<file path="src/hdl/mss_seq_map.vh">
// Purpose: constants of the multislope adc sequencer
// Assumes: 11-bit conversion counter, 250 MHz oscillator clock
// Notes: counts are conversion counter values
`ifndef MSS_SEQ_MAP_VH
`define MSS_SEQ_MAP_VH

// ===================================================================
// command register fields
`define MSS_CMD_START_BIT 7
`define MSS_CMD_50HZ_BIT 6
`define MSS_CMD_SLEEP_BIT 5
`define MSS_CMD_RDZERO_BIT 4
`define MSS_CMD_RS0_BIT 2
`define MSS_CMD_RS1_BIT 1
`define MSS_CMD_RESET 8'h00
`define MSS_START_HOLD 3'h5

// ===================================================================
// register select codes {reg_select_high, reg_select_low}
`define MSS_SEL_LOW 2'h0
`define MSS_SEL_HIGH 2'h1
`define MSS_SEL_STATUS 2'h2
`define MSS_SEL_INVALID 2'h3
`define MSS_INVALID_DATA 8'h00

// ===================================================================
// status register fields
`define MSS_ST_COLL_BIT 7
`define MSS_ST_EOC_BIT 6
`define MSS_ST_INT_BIT 5
`define MSS_ST_SLEEP_BIT 4

// ===================================================================
// conversion counter landmarks
`define MSS_CNT_IDLE 11'h000
`define MSS_CNT_FIRST 11'h001
`define MSS_CNT_LAST 11'd1819
`define MSS_CYCLE_LEN 11'd1820
`define MSS_ZI_EXTRA_60 11'd111
`define MSS_ZI_EXTRA_50 11'd1
`define MSS_INT_LEN_60 11'd545
`define MSS_INT_LEN_50 11'd655
`define MSS_INT_END 11'd656
`define MSS_D1_START 11'd657
`define MSS_D1_END 11'd1256
`define MSS_X8A_END 11'd1320
`define MSS_D2_END 11'd1440
`define MSS_X8B_END 11'd1504
`define MSS_D3_END 11'd1624
`define MSS_X8C_END 11'd1688
`define MSS_D4_END 11'd1799
`define MSS_ZI_TAIL 11'd20

// ===================================================================
// results counter in eighths of a count
`define MSS_ACC_W 19
`define MSS_STEP_D1 19'd512
`define MSS_STEP_D2 19'd64
`define MSS_STEP_D3 19'd8
`define MSS_STEP_D4 19'd1

`endif

</file>
<file path="src/hdl/mss_cmd_reg.v">
// Purpose: command input register with self-clearing start bit
// Assumes: host strobes synchronous to the clock
// Notes: start clears a fixed number of clocks after acceptance
`timescale 1ns/100ps
`include "mss_seq_map.vh"

module mss_cmd_reg (
    input wire clk_i,            // oscillator clock
    input wire rst_n_i,          // sync reset, active low
    input wire wr_stb_i,         // one-cycle write pulse
    input wire [7:0] wdata_i,    // host write data
    input wire accept_i,         // sequencer took the start
    output reg [7:0] cmd_o       // command register contents
);

    reg [2:0] hold_r;
    reg [2:0] hold_nxt;
    reg [7:0] cmd_nxt;

    // ===============================================================
    // next state of command and start hold counter
    always @* begin
        cmd_nxt = cmd_o;
        hold_nxt = hold_r;
        if (accept_i) begin
            hold_nxt = `MSS_START_HOLD;
        end else if (hold_r != 3'h0) begin
            hold_nxt = hold_r - 3'h1;
        end
        // start drops after the hold expires
        if (hold_r == 3'h1) begin
            cmd_nxt[`MSS_CMD_START_BIT] = 1'b0;
        end
        // a host write wins over the self clear
        if (wr_stb_i) begin
            cmd_nxt = wdata_i;
        end
    end

    // ===============================================================
    // state registers
    always @(posedge clk_i) begin
        if (!rst_n_i) begin
            cmd_o <= `MSS_CMD_RESET;
            hold_r <= 3'h0;
        end else begin
            cmd_o <= cmd_nxt;
            hold_r <= hold_nxt;
        end
    end

endmodule

</file>
<file path="src/hdl/mss_result_acc.v">
// Purpose: up/down results counter and results register
// Assumes: step already weighted by deintegrate phase
// Notes: value held in eighths of a count, twos complement
`timescale 1ns/100ps
`include "mss_seq_map.vh"

module mss_result_acc (
    input wire clk_i,                      // oscillator clock
    input wire rst_n_i,                    // sync reset, active low
    input wire clear_i,                    // zero counter at conversion start
    input wire count_i,                    // deintegrating this clock
    input wire up_i,                       // count direction
    input wire [`MSS_ACC_W-1:0] step_i,    // phase weight
    input wire latch_i,                    // conversion end
    output reg [`MSS_ACC_W-1:0] result_o   // results register
);

    reg [`MSS_ACC_W-1:0] acc_r;

    // ===============================================================
    // accumulate during deintegration, copy at conversion end
    always @(posedge clk_i) begin
        if (!rst_n_i) begin
            acc_r <= {`MSS_ACC_W{1'b0}};
            result_o <= {`MSS_ACC_W{1'b0}};
        end else begin
            if (clear_i) begin
                acc_r <= {`MSS_ACC_W{1'b0}};
            end else if (count_i && up_i) begin
                acc_r <= acc_r + step_i;
            end else if (count_i) begin
                acc_r <= acc_r - step_i;
            end
            if (latch_i) begin
                result_o <= acc_r;
            end
        end
    end

endmodule

</file>
<file path="src/hdl/mss_sequencer.v">
// Purpose: conversion sequencer, results and host readout of a
//          multislope integrating adc
// Assumes: host strobes and comparator synchronous to CLK_I
// Notes: data bus split into input, output and output enable
`timescale 1ns/100ps
`include "mss_seq_map.vh"

module mss_sequencer (
    input wire CLK_I,            // oscillator clock, 250 MHz
    input wire RST_N_I,          // sync reset, active low
    input wire CS_N_I,           // chip select, active low
    input wire RD_N_I,           // read strobe, active low
    input wire WR_N_I,           // write strobe, active low
    input wire [7:0] DATA_I,     // data bus input side
    input wire COMP_I,           // comparator, high for positive integrator
    output reg [7:0] DATA_O,     // data bus output side
    output wire DATA_OE_O,       // data bus drive enable
    output reg EOC_O,            // conversion done
    output reg ZERO_INT_O,       // zero integrate phase
    output reg INTEGRATE_O,      // integrate phase
    output reg DEINT_O,          // deintegrate switch closed
    output reg DEINT_UP_O,       // deintegrate polarity, high counts up
    output reg REST_O,           // rest phase
    output reg TIMES_EIGHT_O,    // residual_times_eight_phase
    output reg READ_ZERO_O       // inputs shorted for this conversion
);

    // ===============================================================
    // local state
    reg [10:0] cnt_r;
    reg [10:0] cnt_nxt;
    reg run_r;
    reg over_r;
    reg pol_r;
    reg rd_act_r;
    reg stat_rd_r;
    reg coll_r;
    reg [1:0] sel;
    reg [7:0] rd_byte;
    reg [10:0] int_start;
    reg [10:0] win_end;
    reg [1:0] win_idx;
    reg in_win;
    reg win_first;
    reg in_x8;
    reg [`MSS_ACC_W-1:0] step;

    wire [7:0] cmd;
    wire [`MSS_ACC_W-1:0] result;
    wire wr_stb;
    wire rd_act;
    wire accept;
    wire crossing;
    wire latch_end;
    wire mode_50;

    // ===============================================================
    // host strobes
    assign wr_stb = !CS_N_I && !WR_N_I;
    assign rd_act = !CS_N_I && !RD_N_I;
    assign DATA_OE_O = rd_act;

    // ===============================================================
    // start accepted only with counter at 0000
    assign accept = cmd[`MSS_CMD_START_BIT] && (cnt_r == `MSS_CNT_IDLE);
    assign mode_50 = cmd[`MSS_CMD_50HZ_BIT];
    assign latch_end = (cnt_r == `MSS_CNT_LAST);

    mss_cmd_reg u_cmd (
        .clk_i(CLK_I),
        .rst_n_i(RST_N_I),
        .wr_stb_i(wr_stb),
        .wdata_i(DATA_I),
        .accept_i(accept),
        .cmd_o(cmd)
    );

    // ===============================================================
    // conversion counter: hold at 0000, launch to 0001, wrap at end
    always @* begin
        if (cnt_r == `MSS_CNT_IDLE) begin
            if (accept) begin
                cnt_nxt = `MSS_CNT_FIRST;
            end else begin
                cnt_nxt = `MSS_CNT_IDLE;
            end
        end else if (cnt_r == `MSS_CYCLE_LEN - 11'h001) begin
            cnt_nxt = `MSS_CNT_IDLE;
        end else begin
            cnt_nxt = cnt_r + 11'h001;
        end
    end

    always @(posedge CLK_I) begin
        if (!RST_N_I) begin
            cnt_r <= `MSS_CNT_IDLE;
        end else begin
            cnt_r <= cnt_nxt;
        end
    end

    // ===============================================================
    // integrate start depends on line mode; end is common
    always @* begin
        if (mode_50) begin
            int_start = `MSS_INT_END - `MSS_INT_LEN_50 + 11'h001;
        end else begin
            int_start = `MSS_INT_END - `MSS_INT_LEN_60 + 11'h001;
        end
    end

    // ===============================================================
    // deintegrate window decode, index and weight
    always @* begin
        in_win = 1'b0;
        in_x8 = 1'b0;
        win_idx = 2'h0;
        win_end = `MSS_D1_END;
        win_first = 1'b0;
        if (cnt_r >= `MSS_D1_START && cnt_r <= `MSS_D1_END) begin
            in_win = 1'b1;
            win_idx = 2'h0;
            win_end = `MSS_D1_END;
            win_first = (cnt_r == `MSS_D1_START);
        end else if (cnt_r > `MSS_D1_END && cnt_r <= `MSS_X8A_END) begin
            in_x8 = 1'b1;
        end else if (cnt_r > `MSS_X8A_END && cnt_r <= `MSS_D2_END) begin
            in_win = 1'b1;
            win_idx = 2'h1;
            win_end = `MSS_D2_END;
            win_first = (cnt_r == `MSS_X8A_END + 11'h001);
        end else if (cnt_r > `MSS_D2_END && cnt_r <= `MSS_X8B_END) begin
            in_x8 = 1'b1;
        end else if (cnt_r > `MSS_X8B_END && cnt_r <= `MSS_D3_END) begin
            in_win = 1'b1;
            win_idx = 2'h2;
            win_end = `MSS_D3_END;
            win_first = (cnt_r == `MSS_X8B_END + 11'h001);
        end else if (cnt_r > `MSS_D3_END && cnt_r <= `MSS_X8C_END) begin
            in_x8 = 1'b1;
        end else if (cnt_r > `MSS_X8C_END && cnt_r <= `MSS_D4_END) begin
            in_win = 1'b1;
            win_idx = 2'h3;
            win_end = `MSS_D4_END;
            win_first = (cnt_r == `MSS_X8C_END + 11'h001);
        end
    end

    // weight of one clock per deintegrate phase
    always @* begin
        case (win_idx)
            2'h0: step = `MSS_STEP_D1;
            2'h1: step = `MSS_STEP_D2;
            2'h2: step = `MSS_STEP_D3;
            default: step = `MSS_STEP_D4;
        endcase
    end

    // ===============================================================
    // deintegrate run control: start at window, stop at crossing
    assign crossing = run_r && !over_r && (COMP_I != pol_r);

    always @(posedge CLK_I) begin
        if (!RST_N_I) begin
            run_r <= 1'b0;
            over_r <= 1'b0;
            pol_r <= 1'b0;
        end else if (win_first) begin
            // integrator polarity picks direction
            run_r <= 1'b1;
            over_r <= 1'b0;
            pol_r <= COMP_I;
        end else if (!in_win || cnt_r == win_end) begin
            // window maximum reached, rest is over
            run_r <= 1'b0;
            over_r <= 1'b0;
        end else if (over_r) begin
            // one clock past the crossing done
            run_r <= 1'b0;
            over_r <= 1'b0;
        end else if (crossing && win_idx != 2'h3) begin
            over_r <= 1'b1;
        end else if (crossing) begin
            run_r <= 1'b0;
        end
    end

    // ===============================================================
    // results counter, cleared at launch and copied at the end
    mss_result_acc u_acc (
        .clk_i(CLK_I),
        .rst_n_i(RST_N_I),
        .clear_i(cnt_r == `MSS_CNT_FIRST),
        .count_i(run_r),
        .up_i(pol_r),
        .step_i(step),
        .latch_i(latch_end),
        .result_o(result)
    );

    // ===============================================================
    // phase outputs, registered; EOC, zero integrate and integrate from the next count
    always @(posedge CLK_I) begin
        if (!RST_N_I) begin
            EOC_O <= 1'b1;
            ZERO_INT_O <= 1'b1;
            INTEGRATE_O <= 1'b0;
            DEINT_O <= 1'b0;
            DEINT_UP_O <= 1'b0;
            REST_O <= 1'b0;
            TIMES_EIGHT_O <= 1'b0;
            READ_ZERO_O <= 1'b0;
        end else begin
            EOC_O <= (cnt_nxt == `MSS_CNT_IDLE);
            // idle, lead-in and 20-clock tail zero integrate
            ZERO_INT_O <= (cnt_nxt < int_start) ||
                          (cnt_nxt > `MSS_CYCLE_LEN - `MSS_ZI_TAIL - 11'h001);
            INTEGRATE_O <= (cnt_nxt >= int_start) && (cnt_nxt <= `MSS_INT_END);
            DEINT_O <= run_r;
            DEINT_UP_O <= pol_r;
            REST_O <= in_win && !run_r && !win_first;
            TIMES_EIGHT_O <= in_x8;
            if (accept) begin
                READ_ZERO_O <= cmd[`MSS_CMD_RDZERO_BIT];
            end
        end
    end

    // ===============================================================
    // register select and readout byte
    always @* begin
        sel = {cmd[`MSS_CMD_RS1_BIT], cmd[`MSS_CMD_RS0_BIT]};
        rd_byte = `MSS_INVALID_DATA;
        if (sel == `MSS_SEL_LOW) begin
            rd_byte = result[10:3];
        end else if (sel == `MSS_SEL_HIGH) begin
            rd_byte = result[18:11];
        end else if (sel == `MSS_SEL_STATUS) begin
            rd_byte = 8'h00;
            rd_byte[`MSS_ST_COLL_BIT] = coll_r;
            rd_byte[`MSS_ST_EOC_BIT] = EOC_O;
            rd_byte[`MSS_ST_INT_BIT] = INTEGRATE_O;
            rd_byte[`MSS_ST_SLEEP_BIT] = cmd[`MSS_CMD_SLEEP_BIT];
            rd_byte[2:0] = result[2:0];
        end
    end

    // ===============================================================
    // data out register, collision flag; set wins over read clear
    always @(posedge CLK_I) begin
        if (!RST_N_I) begin
            DATA_O <= 8'h00;
            rd_act_r <= 1'b0;
            stat_rd_r <= 1'b0;
            coll_r <= 1'b0;
        end else begin
            DATA_O <= rd_byte;
            rd_act_r <= rd_act;
            stat_rd_r <= rd_act && (sel == `MSS_SEL_STATUS);
            if (latch_end && (rd_act || rd_act_r)) begin
                coll_r <= 1'b1;
            end else if (stat_rd_r && !rd_act) begin
                coll_r <= 1'b0;
            end
        end
    end

endmodule

</file>
<file path="config.mk">
export PLATFORM = sky130hd
export DESIGN_NAME = mss_sequencer
export DESIGN_NICKNAME = d
export VERILOG_FILES = /design/src/hdl/mss_cmd_reg.v /design/src/hdl/mss_result_acc.v /design/src/hdl/mss_sequencer.v
export VERILOG_INCLUDE_DIRS = /design/src /design/src/hdl
export SDC_FILE = /design/constraint.sdc
export NUM_CORES = 1
export LEC_CHECK = 0
export BUFFER_PORTS_ARGS = -buffer_cell sky130_fd_sc_hd__buf_2
export CAP_MARGIN = 20
export CORE_AREA = 2 2 127 129
export DETAILED_ROUTE_END_ITERATION = 7
export DIE_AREA = 0 0 129 131
export GPL_TIMING_DRIVEN = 0
export PLACE_DENSITY_LB_ADDON = 0.1
export SYNTH_ARGS = -nofsm -noshare
export SYNTH_HDL_FRONTEND = slang
export SYNTH_HIERARCHICAL = 1
export SYNTH_SLANG_ARGS = --single-unit
</file>
<file path="constraint.sdc">
create_clock -name CLK_I -period 5.8 [get_ports CLK_I]
set_input_delay 0.58 -clock CLK_I [delete_from_list [all_inputs] [get_ports CLK_I]]
set_output_delay 0.58 -clock CLK_I [all_outputs]
set_load 0.005 [all_outputs]
</file>
==> run metrics <==
share of the clock period used by the worst path after layout 93.3%; worst path buffer plus inverter count 5; final non-filler cell total 935; average footprint of a synthesized cell 8.35 sq um; root cell of the clock tree sky130_fd_sc_hd__clkbuf_16; crit start category flip-flop; Sw Share 25.1%; commonest non-fill, non-tap cell in the layout sky130_fd_sc_hd__dfxtp_1; status completed; CTS tree yes; kind of critical path flip-flop to flip-flop; sequential fraction of design power a little over two fifths; Layout Area Growth over Synthesis 17.0%; warnings from Yosys 6; worst vdd rail ir drop 112 uV; wire length of the first global-routing pass 22300 um; horizontal die dimension 129 um; Setup-failing EPs final 0; proportion of power drawn by the clock network 44.2%; Layout Skew between 0.008 and 0.009 ns; Top delay family on crit path simple AND/OR/NAND/NOR gates; Static Leakage 0.00244 uW; count of unresolved DRC violations after routing 0; largest net degree at the start of global routing 15; PwrDens 211 nW/um^2; maximum fanout count along the critical path 10; cell-by-cell listing of the critical path ha_1, and4b_1, o41a_1, or3_1, buf_2, inv_1, or3_4, inv_1, nor4_1, and4bb_2, inv_1, o21ai_0, xnor2_1, ha_1, clkbuf_1, nand3_1, nand2b_1, or3_1, o21ai_0, xnor2_1, a21oi_1, a31o_2; number of hold-slack violations in the final timing report 0; vias post-DR around 4.6k; via count of the first global-routing pass 4364; pin slew with the least headroom to its limit 0.700 ns; Placeable Area approximately 16000 sq um; CTS H-Tree Depth 3; smallest setup slack after layout 0.389 ns; top-level port count 31; post-layout minimum cycle time 5.41 ns; clock latency on the worst-skew pair 0.34 ns; clock transition at the registers of the reported paths around 0.060 ns; Netlist Area Pre-Place 5280 sq um; most frequent cells in the layout sky130_fd_sc_hd__dfxtp_1, sky130_fd_sc_hd__nor2_1, sky130_fd_sc_hd__a21oi_1, sky130_fd_sc_hd__mux2i_1, sky130_fd_sc_hd__conb_1; most prevalent standard cell on the critical path sky130_fd_sc_hd__inv_1; fraction of layout cells with a size suffix above 1 10.4%; Port Buffers 28; gp weighted congestion 0.874; antenna violations before repair 0; drt wl/cell ~15 um; starting utilization of the core area roughly a third; sinks on the clock net 80; critical path's largest stage delay 0.45 ns; aggregate global-route resource usage between 15 and 20%; number of max-capacitance violations reported 0; Final Max Tran Viols 0; Critical Path Slowest Stage Cell sky130_fd_sc_hd__dfxtp_2; combinational power share 11.9%; Congestion Overflow GR 0; Nets 759; Slew headroom 53.3%; number of clock buffers inserted by TritonCTS 9; number of DRC markers after the initial detailed-route iteration 292; worst hold path class primary input to flip-flop; row count 46; Clock Tree Buf Depth 2; filler cell count in the final layout 1589; vertical die dimension 131 um; number of vias per cell between 4 and 5; kind of end point of the critical path flip-flop; Critical Path RT 6.03 ns; switching power total 328 uW; Arr. time, crit path 5.64 ns; setup repair after global routing missed its margin false; internal power consumption 979 uW; peak clock frequency supported by timing 0.185 GHz; die area between 15000 and 20000 sq um; wirelength, routed 13800 um; setup slack after placement -0.259 ns; instance count of the mapped netlist between 600 and 700; placed cell count just over 900; number of nets still failing antenna checks after routing 0; Ant. Diodes 0; half-perimeter wire length after detailed placement 10900 um; First-pass DRT Iterations 5
==> worst paths after layout <==
kind	startpoint	endpoint	slack, ns	depth (start not counted)
worst max-delay path	cnt_r[0]	u_acc/acc_r[18]	0.39	22
worst min-delay path	RD_N_I	rd_act_r	0.44	2
worst max register to register	cnt_r[0]	u_acc/acc_r[18]	0.39	22
worst min register to register	READ_ZERO_O	READ_ZERO_O	0.45	2
==> state kept, by name, indices dropped and copies added, names as in the netlist, 3 cells and up <==
register,cells
u_cmd/cmd_o,6
u_cmd/hold_r,3
u_acc/acc_r,19
cnt_r,11
u_acc/result_o,19
DATA_O,8
==> metal layers <==
metal | up-vias | global-route usage [%] | wire [um] | share of wire (%)
li1 | 2382 | - | - | -
met1 | 2095 | 23.4 | 6760 | 49
met2 | 133 | 27.1 | 6130 | 45
met3 | 15 | 2.24 | 668 | 4.9
met4 | 0 | 5.37 | 194 | 1.4
met5 | - | 0 | 0 | 0
==> what timing repair did <==
| action | CTS | global route |
|---|---|---|
| pin swaps | 0 | 0 |
| hold buffers | 0 | 0 |
| resized for setup | 1 | 4 |
| setup buffers | 0 | 2 |
| endpoints found under the setup margin | 1 | 1 |
==> layout make-up <==
class	count	area (sq um)	area share, %
Buffer	35	164	2.65
Clock buffer	10	239	3.87
Clock inverter	6	66.3	1.07
Inverter	27	101	1.64
Multi-Input combinational cell	531	3580	58.0
Sequential cell	80	1600	25.9
Tap cell	216	270	4.37
Timing Repair Buffer	30	155	2.51
==> stage by stage <==
stage	hold slack [ns]	utilization [%]	area (sq um)	setup TNS, ns	total power, uW
4_1_cts	0.424	39.5	6160	0	1320
2_1_floorplan	0.412	-	5440	0	705
3_5_place_dp	0.450	37.5	5850	-0.259	740
6_report	0.438	39.6	6180	0	1310
3_3_place_gp	0.446	37.5	5850	-0.288	736
5_1_grt	0.463	39.6	6180	0	1370
==> power by group through the flow <==
| stage | clock [uW] | combinational, uW | sequential, uW |
|---|---|---|---|
| 6_report | 578 | 156 | 573 |
| 5_1_grt | 614 | 177 | 574 |
| 4_1_cts | 593 | 155 | 573 |
| 3_5_place_dp | 0 | 154 | 585 |
| 3_3_place_gp | 0 | 151 | 585 |
| 2_1_floorplan | 0 | 123 | 582 |
No activity file was read; power rests on OpenSTA's default activity.
